<file path="src/rtl/dab_pkg.sv">
//------------------------------------------------------------------
//------------------------------------------------------------------
package dab_pkg;
    localparam int NCH = 4;
    // register map: channel area then operation and status
    localparam logic [3:0] R_SRC  = 4'h0;
    localparam logic [3:0] R_DST  = 4'h4;
    localparam logic [3:0] R_CNT  = 4'h8;
    localparam logic [3:0] R_CTL  = 4'hC;
    localparam logic [7:0] R_OPR  = 8'h40;
    localparam logic [7:0] R_STAT = 8'h44;
    // channel control fields
    localparam int C_EN    = 0;
    localparam int C_EF    = 1;
    localparam int C_BURST = 2;
    localparam int C_RQ    = 3;
    localparam int C_SZ    = 6;
    localparam int C_SGL   = 7;
    localparam int C_DIR   = 8;
    localparam int C_AK    = 9;
    localparam int C_SM    = 10;
    localparam int C_DM    = 12;
    localparam int C_ST    = 14;
    localparam int C_DT    = 16;
    localparam int CTL_W   = 18;
    // operation register fields
    localparam int O_MEN  = 0;
    localparam int O_NMI  = 1;
    localparam int O_AF   = 2;
    // request sources
    localparam logic [2:0] RQ_AUTO = 3'h0;
    localparam logic [2:0] RQ_EXT  = 3'h1;
    localparam logic [2:0] RQ_PER  = 3'h2;
    localparam logic [2:0] RQ_SER  = 3'h3;
    localparam logic [2:0] RQ_ADC  = 3'h4;
    // endpoint kinds
    localparam logic [1:0] EP_XMEM = 2'h0;
    localparam logic [1:0] EP_XDEV = 2'h1;
    localparam logic [1:0] EP_IMEM = 2'h2;
    localparam logic [1:0] EP_PERI = 2'h3;
    // address step modes
    localparam logic [1:0] AS_FIX = 2'h0;
    localparam logic [1:0] AS_INC = 2'h1;
    localparam logic [1:0] AS_DEC = 2'h2;
    localparam int STEP_B = 1;
    localparam int STEP_W = 2;
    localparam logic [15:0] CNT_LAST = 16'h0001;
    // window holding the controller's own registers
    localparam logic [31:0] OWN_BASE = 32'hFFFF_FF00;
    localparam logic [31:0] OWN_MASK = 32'hFFFF_FF00;
    typedef enum logic [2:0] {
        S_IDLE = 3'b000,
        S_BREQ = 3'b001,
        S_RD   = 3'b010,
        S_WR   = 3'b011,
        S_SGL  = 3'b100,
        S_NEXT = 3'b101
    } dab_state_e;
endpackage
</file>
<file path="src/rtl/dab_core.sv">
`timescale 1ns/1ps
module dab_core import dab_pkg::*; #(
    parameter int ADDR_W = 32
) (
    input  wire logic              REF_CLK,
    input  wire logic              RST_N,
    input  wire logic [7:0]        REG_ADDR,
    input  wire logic [31:0]       REG_WDATA,
    input  wire logic              REG_WR,
    input  wire logic              REG_RD,
    output logic      [31:0]       REG_RDATA,
    input  wire logic [1:0]        TRANSFER_REQUEST_PIN_N,
    input  wire logic [NCH-1:0]    PERIPH_REQ,
    input  wire logic              NMI_EVT,
    output logic                   BUS_REQ,
    input  wire logic              BUS_GNT,
    output logic      [ADDR_W-1:0] MEM_ADDR,
    output logic                   MEM_RD,
    output logic                   MEM_WR,
    output logic                   MEM_SIZE16,
    output logic      [15:0]       MEM_WDATA,
    input  wire logic [15:0]       MEM_RDATA,
    input  wire logic              MEM_DONE,
    output logic      [1:0]        TRANSFER_ACK_OUT
);
    //--------------------------------------------------------------
    // state
    //--------------------------------------------------------------
    typedef struct packed {
        logic [NCH-1:0][ADDR_W-1:0] src;
        logic [NCH-1:0][ADDR_W-1:0] dst;
        logic [NCH-1:0][15:0]       cnt;
        logic [NCH-1:0][CTL_W-1:0]  ctl;
        logic                       men;
        logic                       nmi;
        logic                       af;
        dab_state_e                 st;
        logic [1:0]                 ch;
        logic [NCH-1:0]             cs_blk;
        logic [1:0]                 pin_m;
        logic [1:0]                 pin_s;
        logic [31:0]                rdata;
        logic                       breq;
        logic                       rd;
        logic                       wr;
        logic                       sz16;
        logic [ADDR_W-1:0]          addr;
        logic [15:0]                wdata;
        logic [1:0]                 ack;
    } dab_st_s;

    dab_st_s        q;
    dab_st_s        n;
    logic [NCH-1:0] ok;
    logic [NCH-1:0] req;
    logic [NCH-1:0] go;
    logic [NCH-1:0] brst;
    logic [3:0]     ext_lvl;

    //--------------------------------------------------------------
    // decode helpers
    //--------------------------------------------------------------
    // fixed order ch0 > ch3 > ch2 > ch1
    function automatic logic [1:0] pick(input logic [NCH-1:0] m);
        if (m[0]) begin
            pick = 2'h0;
        end else if (m[3]) begin
            pick = 2'h3;
        end else if (m[2]) begin
            pick = 2'h2;
        end else begin
            pick = 2'h1;
        end
    endfunction

    function automatic logic [1:0] onehot(input logic [1:0] c);
        onehot = (c == 2'h0) ? 2'h1 : ((c == 2'h1) ? 2'h2 : 2'h0);
    endfunction

    function automatic logic is_ext(input logic [1:0] t);
        is_ext = (t == EP_XMEM) || (t == EP_XDEV);
    endfunction

    // combinations the hardware refuses to run
    function automatic logic legal(input logic [CTL_W-1:0] c, input logic [1:0] ch);
        logic [2:0] rq;
        logic       per;
        rq  = c[C_RQ+:3];
        per = (c[C_ST+:2] == EP_PERI) || (c[C_DT+:2] == EP_PERI);
        legal = (rq <= RQ_ADC);
        if (rq == RQ_EXT && ch > 2'h1) begin
            legal = 1'b0;
        end
        if (c[C_SGL]) begin
            if (rq != RQ_EXT || ch > 2'h1) begin
                legal = 1'b0;
            end
            if (!is_ext(c[C_ST+:2]) || !is_ext(c[C_DT+:2])) begin
                legal = 1'b0;
            end
        end else if ((rq == RQ_SER || rq == RQ_ADC) && !per) begin
            legal = 1'b0;
        end
        if (rq == RQ_SER && c[C_BURST]) begin
            legal = 1'b0;
        end
        // cycle-steal carries no further limit
    endfunction

    // own register window, or a word access at an odd address
    function automatic logic bad(input logic [ADDR_W-1:0] a, input logic sz);
        bad = ((a & ADDR_W'(OWN_MASK)) == ADDR_W'(OWN_BASE)) || (sz && a[0]);
    endfunction

    function automatic logic [ADDR_W-1:0] step(
        input logic [ADDR_W-1:0] a,
        input logic [1:0]        m,
        input logic              sz
    );
        logic [ADDR_W-1:0] d;
        d = sz ? ADDR_W'(STEP_W) : ADDR_W'(STEP_B);
        case (m)
            AS_INC:  step = a + d;
            AS_DEC:  step = a - d;
            default: step = a;
        endcase
    endfunction

    // opens one unit on channel c; errors halt without a bus cycle
    function automatic dab_st_s start(input dab_st_s s, input logic [1:0] c);
        dab_st_s          r;
        logic [CTL_W-1:0] cc;
        logic             dir;
        r      = s;
        cc     = s.ctl[c];
        dir    = cc[C_DIR];
        r.ch   = c;
        r.sz16 = cc[C_SZ];
        if (cc[C_SGL]) begin
            // acked end is source: address the other end in a write
            r.addr = dir ? s.dst[c] : s.src[c];
            if (bad(r.addr, cc[C_SZ])) begin
                r.af   = 1'b1;
                r.st   = S_IDLE;
                r.breq = 1'b0;
            end else begin
                r.st  = S_SGL;
                r.wr  = dir;
                r.rd  = !dir;
                r.ack = onehot(c);
            end
        end else if (bad(s.src[c], cc[C_SZ]) || bad(s.dst[c], cc[C_SZ])) begin
            r.af   = 1'b1;
            r.st   = S_IDLE;
            r.breq = 1'b0;
        end else begin
            r.st   = S_RD;
            r.rd   = 1'b1;
            r.addr = s.src[c];
            r.ack  = (!cc[C_AK] && is_ext(cc[C_ST+:2])) ? onehot(c) : 2'h0;
        end
        start = r;
    endfunction

    //--------------------------------------------------------------
    // per-channel readiness
    //--------------------------------------------------------------
    // pin requests are active low and only exist on channels 0 and 1
    assign ext_lvl = {2'h0, ~q.pin_s};

    genvar g;
    generate
        for (g = 0; g < NCH; g++) begin : g_ch
            logic [2:0] rq;
            assign rq    = q.ctl[g][C_RQ+:3];
            assign ok[g] = legal(q.ctl[g], 2'(g));
            assign req[g] = (rq == RQ_AUTO) ? 1'b1 :
                            (rq == RQ_EXT)  ? ext_lvl[g] : PERIPH_REQ[g];
            // a high pin drops readiness, so burst lets go of the bus
            assign go[g] = q.ctl[g][C_EN] && q.men && !q.ctl[g][C_EF]
                           && !q.nmi && !q.af && ok[g] && req[g]
                           && (q.cnt[g] != 16'h0000);
            assign brst[g] = q.ctl[g][C_BURST];
        end
    endgenerate

    //--------------------------------------------------------------
    // next state
    //--------------------------------------------------------------
    always_comb begin
        logic [1:0]     idx;
        logic [1:0]     c;
        logic [NCH-1:0] cand;
        n       = q;
        idx     = REG_ADDR[5:4];
        c       = q.ch;
        cand    = '0;
        n.pin_m = TRANSFER_REQUEST_PIN_N;
        n.pin_s = q.pin_m;
        n.rdata = '0;
        // software reads: data stands only in the following cycle
        if (REG_RD) begin
            if (REG_ADDR < R_OPR) begin
                case (REG_ADDR[3:0])
                    R_SRC:   n.rdata = 32'(q.src[idx]);
                    R_DST:   n.rdata = 32'(q.dst[idx]);
                    R_CNT:   n.rdata = 32'(q.cnt[idx]);
                    R_CTL:   n.rdata = 32'(q.ctl[idx]);
                    default: n.rdata = '0;
                endcase
            end else if (REG_ADDR == R_OPR) begin
                n.rdata = 32'({q.af, q.nmi, q.men});
            end else if (REG_ADDR == R_STAT) begin
                n.rdata = 32'({q.ch, q.st, ~ok, go});
            end
        end
        // software writes; end and fault flags can only be cleared
        if (REG_WR) begin
            if (REG_ADDR < R_OPR) begin
                case (REG_ADDR[3:0])
                    R_SRC: n.src[idx] = ADDR_W'(REG_WDATA);
                    R_DST: n.dst[idx] = ADDR_W'(REG_WDATA);
                    R_CNT: n.cnt[idx] = REG_WDATA[15:0];
                    R_CTL: begin
                        n.ctl[idx] = REG_WDATA[CTL_W-1:0];
                        n.ctl[idx][C_EF] = q.ctl[idx][C_EF] & REG_WDATA[C_EF];
                    end
                    default: n.cnt = q.cnt;
                endcase
            end else if (REG_ADDR == R_OPR) begin
                n.men  = REG_WDATA[O_MEN];
                n.nmi  = q.nmi & REG_WDATA[O_NMI];
                n.af   = q.af & REG_WDATA[O_AF];
            end
        end
        // nmi after the write so the set wins
        if (NMI_EVT) begin
            n.nmi = 1'b1;
        end
        // transfer sequencer; hardware updates override same-cycle writes
        case (q.st)
            S_IDLE: begin
                n.cs_blk = '0;
                if (|go) begin
                    n.breq = 1'b1;
                    n.st   = S_BREQ;
                end
            end
            S_BREQ: begin
                if (BUS_GNT) begin
                    if (|go) begin
                        n = start(n, pick(go));
                    end else begin
                        n.breq = 1'b0;
                        n.st   = S_IDLE;
                    end
                end
            end
            S_RD: begin
                if (MEM_DONE) begin
                    // data held internally for the separate write
                    n.wdata = MEM_RDATA;
                    n.rd    = 1'b0;
                    n.wr    = 1'b1;
                    n.addr  = q.dst[c];
                    n.ack   = (q.ctl[c][C_AK] && is_ext(q.ctl[c][C_DT+:2]))
                              ? onehot(c) : 2'h0;
                    n.st    = S_WR;
                end
            end
            S_WR, S_SGL: begin
                if (MEM_DONE) begin
                    n.rd     = 1'b0;
                    n.wr     = 1'b0;
                    n.ack    = 2'h0;
                    n.src[c] = step(q.src[c], q.ctl[c][C_SM+:2], q.sz16);
                    n.dst[c] = step(q.dst[c], q.ctl[c][C_DM+:2], q.sz16);
                    n.cnt[c] = q.cnt[c] - CNT_LAST;
                    if (q.cnt[c] == CNT_LAST) begin
                        n.ctl[c][C_EF] = 1'b1;
                    end
                    // a cycle-steal unit yields one turn to the other ready channels, picked by priority, only while a live burst channel keeps the bus
                    n.cs_blk[c] = !q.ctl[c][C_BURST];
                    n.st = S_NEXT;
                end
            end
            S_NEXT: begin
                cand = go & ~q.cs_blk;
                if (cand == '0) begin
                    cand = go;
                end
                n.cs_blk = '0;
                // any live burst channel keeps the bus
                if ((|(go & brst)) && BUS_GNT) begin
                    n = start(n, pick(cand));
                end else begin
                    n.breq = 1'b0;
                    n.st   = S_IDLE;
                end
            end
            default: begin
                n.st   = S_IDLE;
                n.breq = 1'b0;
                n.rd   = 1'b0;
                n.wr   = 1'b0;
                n.ack  = 2'h0;
            end
        endcase
    end

    // single register stage for all state
    always_ff @(posedge REF_CLK or negedge RST_N) begin
        if (!RST_N) begin
            q <= '0;
        end else begin
            q <= n;
        end
    end

    //--------------------------------------------------------------
    // outputs
    //--------------------------------------------------------------
    assign REG_RDATA        = q.rdata;
    assign BUS_REQ          = q.breq;
    assign MEM_ADDR         = q.addr;
    assign MEM_RD           = q.rd;
    assign MEM_WR           = q.wr;
    assign MEM_SIZE16       = q.sz16;
    assign MEM_WDATA        = q.wdata;
    assign TRANSFER_ACK_OUT = q.ack;

    //--------------------------------------------------------------
    // checks
    //--------------------------------------------------------------
    logic             fin;
    logic [15:0]      cur_cnt;
    logic [CTL_W-1:0] cur_ctl;
    assign fin     = (q.st == S_WR || q.st == S_SGL) && MEM_DONE;
    assign cur_cnt = q.cnt[q.ch];
    assign cur_ctl = q.ctl[q.ch];
endmodule

</file>
<file path="config.mk">
export PLATFORM = sky130hd
export DESIGN_NAME = dab_core
export DESIGN_NICKNAME = d
export VERILOG_FILES = /design/src/rtl/dab_pkg.sv /design/src/rtl/dab_core.sv
export SDC_FILE = /design/constraint.sdc
export NUM_CORES = 2
export LEC_CHECK = 0
export BUFFER_PORTS_ARGS = -buffer_cell sky130_fd_sc_hd__buf_2
export CORE_MARGIN = 1
export CORE_UTILIZATION = 55
export CTS_BUF_LIST = sky130_fd_sc_hd__clkbuf_16
export DETAILED_ROUTE_END_ITERATION = 6
export PLACE_DENSITY = 0.75
export SLEW_MARGIN = 20
export SYNTH_ARGS = -nofsm -noshare
export SYNTH_HDL_FRONTEND = slang
export SYNTH_SLANG_ARGS = --single-unit
export TNS_END_PERCENT = 10
</file>
<file path="constraint.sdc">
create_clock -name REF_CLK -period 6.9 [get_ports REF_CLK]
set_input_delay 0.69 -clock REF_CLK [delete_from_list [all_inputs] [get_ports REF_CLK]]
set_output_delay 0.69 -clock REF_CLK [all_outputs]
set_load 0.01 [all_outputs]
</file>
# After elaboration in Yosys (flattened, before gate mapping)
# Index checks and enable logic that the tools add are counted.
[word_totals]
reg_bits = 494
output_inout_bits = 86
word_cells = 448
[op_classes]
add_sub_neg = 5
magnitude_cmp = 11
eq_ne = 71
mux = 188
n_bitwise = 13
reduce_logical = 128
[op_table]
columns = ["op", "n"]
rows = [
  ["$pmux 392 s3", 1],
  ["$mux 392", 2],
  ["$mux 32", 22],
  ["$bmux 32 s2", 8],
  ["$bwmux 128", 4],
  ["$mux 395", 1],
  ["$mux 128", 2],
  ["$bmux 18 s2", 4],
  ["$bwmux 72", 2],
  ["$eq 24x24->1 const B", 6],
  ["$mux 72", 2],
  ["$pmux 48 s3", 1],
  ["$bwmux 64", 2],
  ["$demux 32 s2", 2],
  ["$pmux 32 s2", 2],
  ["$pmux 32 s4", 1],
  ["$demux 18 s2", 3],
  ["$mux 53", 2],
  ["$mux 100", 1],
  ["$mux 16", 6],
  ["$mux 42", 2],
  ["$mux 2", 37],
  ["$or 72x72->72", 1],
  ["$pmux 36 s2", 1],
  ["other kinds (60)", 301],
]

# Logic depth before layout (Yosys ltp)
[depth]
ltp_word = 29
depth_mapped = 25
mapped_depth_nobuf = 19

# Worst setup path before layout
# OpenSTA, ideal clock, no wires.
[synth_path]
path_type = "reg-to-reg"
from = "register q[94] (netlist name)"
to = "register q[363] (netlist name)"
arrival_ns = 7.159
t_required_ns = 6.775
path_slack_ns = -0.384
path_stages_with_launch = 26
path_cell_list = "dfrtp_1 -> clkbuf_1 -> buf_2 -> buf_2 -> buf_1 -> clkbuf_1 -> clkbuf_1 -> mux4_2 -> inv_1 -> ha_1 -> nand2_1 -> inv_1 -> ha_1 -> nor2b_1 -> o21ai_0 -> a21boi_0 -> o41ai_1 -> a211oi_1 -> a311oi_1 -> o31ai_1 -> a211oi_1 -> o31ai_1 -> o22ai_1 -> xor2_1 -> o21ai_0 -> mux2_2"
[synth_rtl]
columns = ["element", "line_no", "text"]
rows = [
  ["from (decl)", "dab_core.sv:52", "dab_st_s q;"],
  ["from (signal assigned)", "dab_core.sv:316", "q <= n;"],
]

# Worst setup path in the final report
[layout_path]
from = "register q[185] (netlist name)"
to = "register q (netlist bit MEM_ADDR[28])"
[layout_between]
elab_chain_len = 18
elab_cells_between_ends = 60
classes_between = "eq/ne (8); mux (33); bitwise (2); reduce/logical (17)"
[layout_rtl]
columns = ["element", "line_no", "text"]
rows = [
  ["$reduce_bool 16->1 (*)", "dab_core.sv:182", "&& (q.cnt[g] != 16'h0000);"],
  ["$logic_and 1x1->1 (*)", "dab_core.sv:182", ""],
  ["$and 4x4->4", "dab_core.sv:288", "cand = go & ~q.cs_blk;"],
  ["$logic_not 4->1", "dab_core.sv:289", "if (cand == '0) begin"],
  ["$mux 4", "dab_core.sv:289", ""],
  ["$mux 4", "dab_core.sv:241", "case (q.st)"],
  ["$mux 2", "dab_core.sv:69", "end else if (m[2]) begin"],
  ["$mux 2", "dab_core.sv:67", "end else if (m[3]) begin"],
  ["[... 2 more ...]", "--", ""],
  ["$mux 2", "dab_core.sv:241", ""],
  ["$bmux 32 s2, or another cell as far along", "dab_core.sv:141, dab_core.sv:152, dab_core.sv:159", ""],
  ["$mux 32 (implied by the code), or another cell as far along", "dab_core.sv:141, dab_core.sv:152, dab_core.sv:159", ""],
  ["$eq 24x24->1 or $logic_and 1x1->1 (tied branches)", "dab_core.sv:112", "bad = ((a & ADDR_W'(OWN_MASK)) == ADDR_W'(OWN_BASE)) || (sz && a[0]);"],
  ["$logic_or 1x1->1", "dab_core.sv:112", ""],
  ["$logic_or 1x1->1", "dab_core.sv:152", "end else if (bad(s.src[c], cc[C_SZ]) || bad(s.dst[c], cc[C_SZ])) begin"],
  ["$ne 3x3->1 (no line)", "--", ""],
  ["$reduce_and 7->1 (no line)", "--", ""],
]
# Every way passes the cells marked *; elsewhere a longest branch is shown, timed or not. The select of a mux whose other input is x is not followed.
# A chain may end at the register's enable or synchronous reset.

==> flow_summary_export.csv <==
group,metric,value,unit
yosys,ys_seq_area_frac,0.319,
pwr,leakagePower,20.1,nW
sta,timing.setup.tns,0,ns
route,vias,37721,
sta,hold_violations,0,
sta,fin_skew,0.0360,ns
cells_and_area,layout.nets,4128,
route,dr.pass1.iters,7,
route,wl_per_cell,33.0,µm
clock_tree,postCtsSetupRepairBufs,0,
yosys,ys_warn_count,0,
clock_tree,cts_buffers,58,
pwr,ir_worst_vdd,0.000221,V
worst_setup_path,crit_fanout,28,
cells_and_area,fin_area,42100,µm²
yosys,ys.flop_type,"dfrtp_1",
clock_tree,tritoncts,"built",
placement,numPortBuffers,154,
yosys,ys_ff_latch,494,
clock_tree,numClockSinks,494,
clock_tree,cts.htree.levels,2,
route,via_per_inst,7.57,
worst_setup_path,timing.rr.end,"MEM_ADDR[28]",
placement,hpwl,116000,µm
sta,post-route-period-util,0.891,
placement,place_congestion,1.15,
worst_setup_path,critPathKind,"reg -> reg",
yosys,synthesis.area,38700,µm²
sta,rsz0062_at_grt,"false",
clock_tree,clk_pin_slew,0.07,ns
clock_tree,worstSkewPairLatency,0.67,ns
cells_and_area,layout_common_cells,"492 x dfrtp_1, 436 x mux2i_1, 323 x nor2_1",
yosys,syn_inst,4028,
floorplanning,die_area,71400,µm²
sta,setup_viol,0,
grt,grtUsageTotal,0.456,
grt,grt_pass1_vias,35423,
sta,worst_slew_pin_slew,1.17,ns
sta,drv_slew,0,
grt,grt_max_degree,135,
route,met3_length,27400,µm
floorplanning,die_h,267,µm
sta,period_needed,6.15,ns
clock_tree,cts_hold_buf,0,
route,met1_length,59400,µm
yosys,synth_edf_count,0,
sta,fmax,0.163,GHz
clock_tree,cts_resized,0,
floorplanning,start_util,0.560,
floorplanning,dieWidth,267,µm
worst_setup_path,worstPathRequired,7.40,ns
yosys,synthDistinctLibCells,97,
yosys,synthArstFlopShare,1.00,
route,finalWirelength,164000,µm
cells_and_area,syn_to_final_growth,8.80,%
worst_setup_path,r2r_cells,16,
clock_tree,cts-root-buf,"clkbuf_16",
worst_setup_path,rr_startpoint,"q[185]",
grt,gr-total-overflow,0,
route,drc,40,
cells_and_area,drive_above_1_share,0.207,
pwr,power_density,234,nW/µm²
clock_tree,cts.path.max_buffers,3,
floorplanning,ioPinCount,155,
grt,antenna_found_initial,11,
route,first_iter_violations,6751,
worst_setup_path,startpoint_type,"flop",
placement,placed_cell_area,40200,µm²
cells_and_area,final_common_cell,"dfrtp_1",
hold_path,hp-class,"in -> async",
floorplanning,row_count,96,
route,wl_met2,66600,µm
yosys,synthesis.area_per_instance,9.61,µm²
route,highest_layer,"met5",
worst_setup_path,critPathCaptureType,"flop",
status,violations,"design-rule violations",
yosys,syn_nets,4165,
worst_setup_path,worst_ep_arrival_time,6.65,ns
floorplanning,core-area,69100,µm²
sta,relSlewSlack,0.216,
status,status,"complete, but fails checks",
flow_run,maxCapViolations,0,
route,antenna_left,0,
worst_setup_path,reg2reg_slack,0.75,ns
grt,grt_pass1_wl,240000,µm
-- metal layers --
metal | vias up | GRT usage
met5 | - | 0.00970
met4 | 10 | 0.219
met3 | 853 | 0.202
met2 | 3337 | 0.645
met1 | 18349 | 0.593
li1 | 15172 | -
-- sequential cells by signal (all words and copies together) (netlist names) --
| name | cells |
|---|---|
| MEM_ADDR | 32 |
| g_ch.rq | 12 |
| MEM_WDATA | 16 |
| q | 392 |
| brst | 4 |
| TRANSFER_ACK_OUT | 2 |
| MEM_SIZE16 | 1 |
| MEM_RD | 1 |
| MEM_WR | 1 |
| REG_RDATA | 32 |
| BUS_REQ | 1 |
-- metrics by stage --
| stage | util | power, W | cells | setup WS [ns] | hold WS (ns) |
|---|---|---|---|---|---|
| after floorplan | - | 0.00555 | 4028 | 0.101 | 0.331 |
| after global placement | 0.581 | 0.00649 | 4861 | 1.02 | 0.336 |
| after detailed placement | 0.581 | 0.00654 | 4861 | 0.975 | 0.337 |
| after CTS | 0.609 | 0.00967 | 4970 | 1.21 | 0.120 |
| after global routing | 0.609 | 0.0101 | 4973 | 0.752 | 0.124 |
| final | 0.610 | 0.00985 | 4981 | 0.749 | 0.124 |
-- cells in the mapped netlist (39+ instances only) --
master,n,area [µm²]
nand2_1,322,1210
and3_1,44,275
o21ai_0,214,1070
o211ai_1,49,368
mux4_2,185,4170
inv_1,55,206
clkbuf_1,199,747
buf_4,92,691
nand3_1,129,646
buf_1,51,191
a22oi_1,69,518
ha_1,66,826
xnor2_1,39,342
buf_2,57,285
a211oi_1,52,390
a221oi_1,51,447
mux2_2,184,2070
a21oi_1,249,1250
nor4_1,70,438
dfrtp_1,494,12400
mux2i_1,436,4360
nor3_1,51,255
nor2_1,332,1250
-- cell type report --
class                           count  area (µm²)
Fill cell                        5734       27000
Tap cell                          931        1160
Antenna cell                       10        25.0
Sequential cell                   494       12400
Inverter                           55         206
Timing Repair Buffer              310        2110
Clock buffer                       59        1480
Multi-Input combinational cell   3072       24300
Clock inverter                     50         408
-- power by group --
part | internal [W] | switching [W] | total, W | leakage, nW
combinational | 0.00119 | 0.00195 | 0.00314 | 12.5
clock | 0.00177 | 0.00139 | 0.00316 | 0.945
sequential | 0.00323 | 0.000314 | 0.00354 | 6.70
total | 0.00619 | 0.00366 | 0.00985 | 20.1
-- cells by family (layout without fill, tap and decap cells) --
logic type | Yosys count | in the layout | synth area share
xor gates and xnor gates | 63 | 63 | 0.0143
and+or+nand+nor | 1163 | 1163 | 0.146
buffers and inverters | 462 | 474 | 0.0568
muxes | 808 | 808 | 0.275
DFF | 494 | 494 | 0.319
adders and majority gates | 68 | 68 | 0.0224
other | 0 | 10 | 0
AOI/OAI and AO/OA | 970 | 970 | 0.166
-- worst max-delay path: stages, from the launching register on --
cell and delay [ns]:
dfrtp_1 0.40, nor4_1 0.69, and4_1 0.41, or4_2 0.53
buf_4 0.37, o21ai_0 0.13, buf_4 0.24, a211o_1 0.25
o21ai_0 0.56, nand3_1 0.16, nor3_1 0.59, a221oi_2 0.27
o32ai_4 0.59, nor2_2 0.04, buf_4 0.26, a222oi_1 0.33
o211ai_1 0.16
-- worst max path at each step --
| stage | cells past startpoint | start | endpoint | slack, ns |
|---|---|---|---|---|
| finish | 16 | q[185] | MEM_ADDR[28] | 0.75 |
| global route | 16 | q[186] | MEM_ADDR[28] | 0.75 |
| CTS | 16 | q[185] | MEM_ADDR[28] | 1.21 |
| detailed placement | 15 | REG_ADDR[5] | MEM_ADDR[4] | 0.98 |
| global placement | 15 | REG_ADDR[4] | MEM_ADDR[4] | 1.02 |
| floorplan | 25 | q[94] | q[363] | 0.10 |
Power figures use the tool's default switching activity.
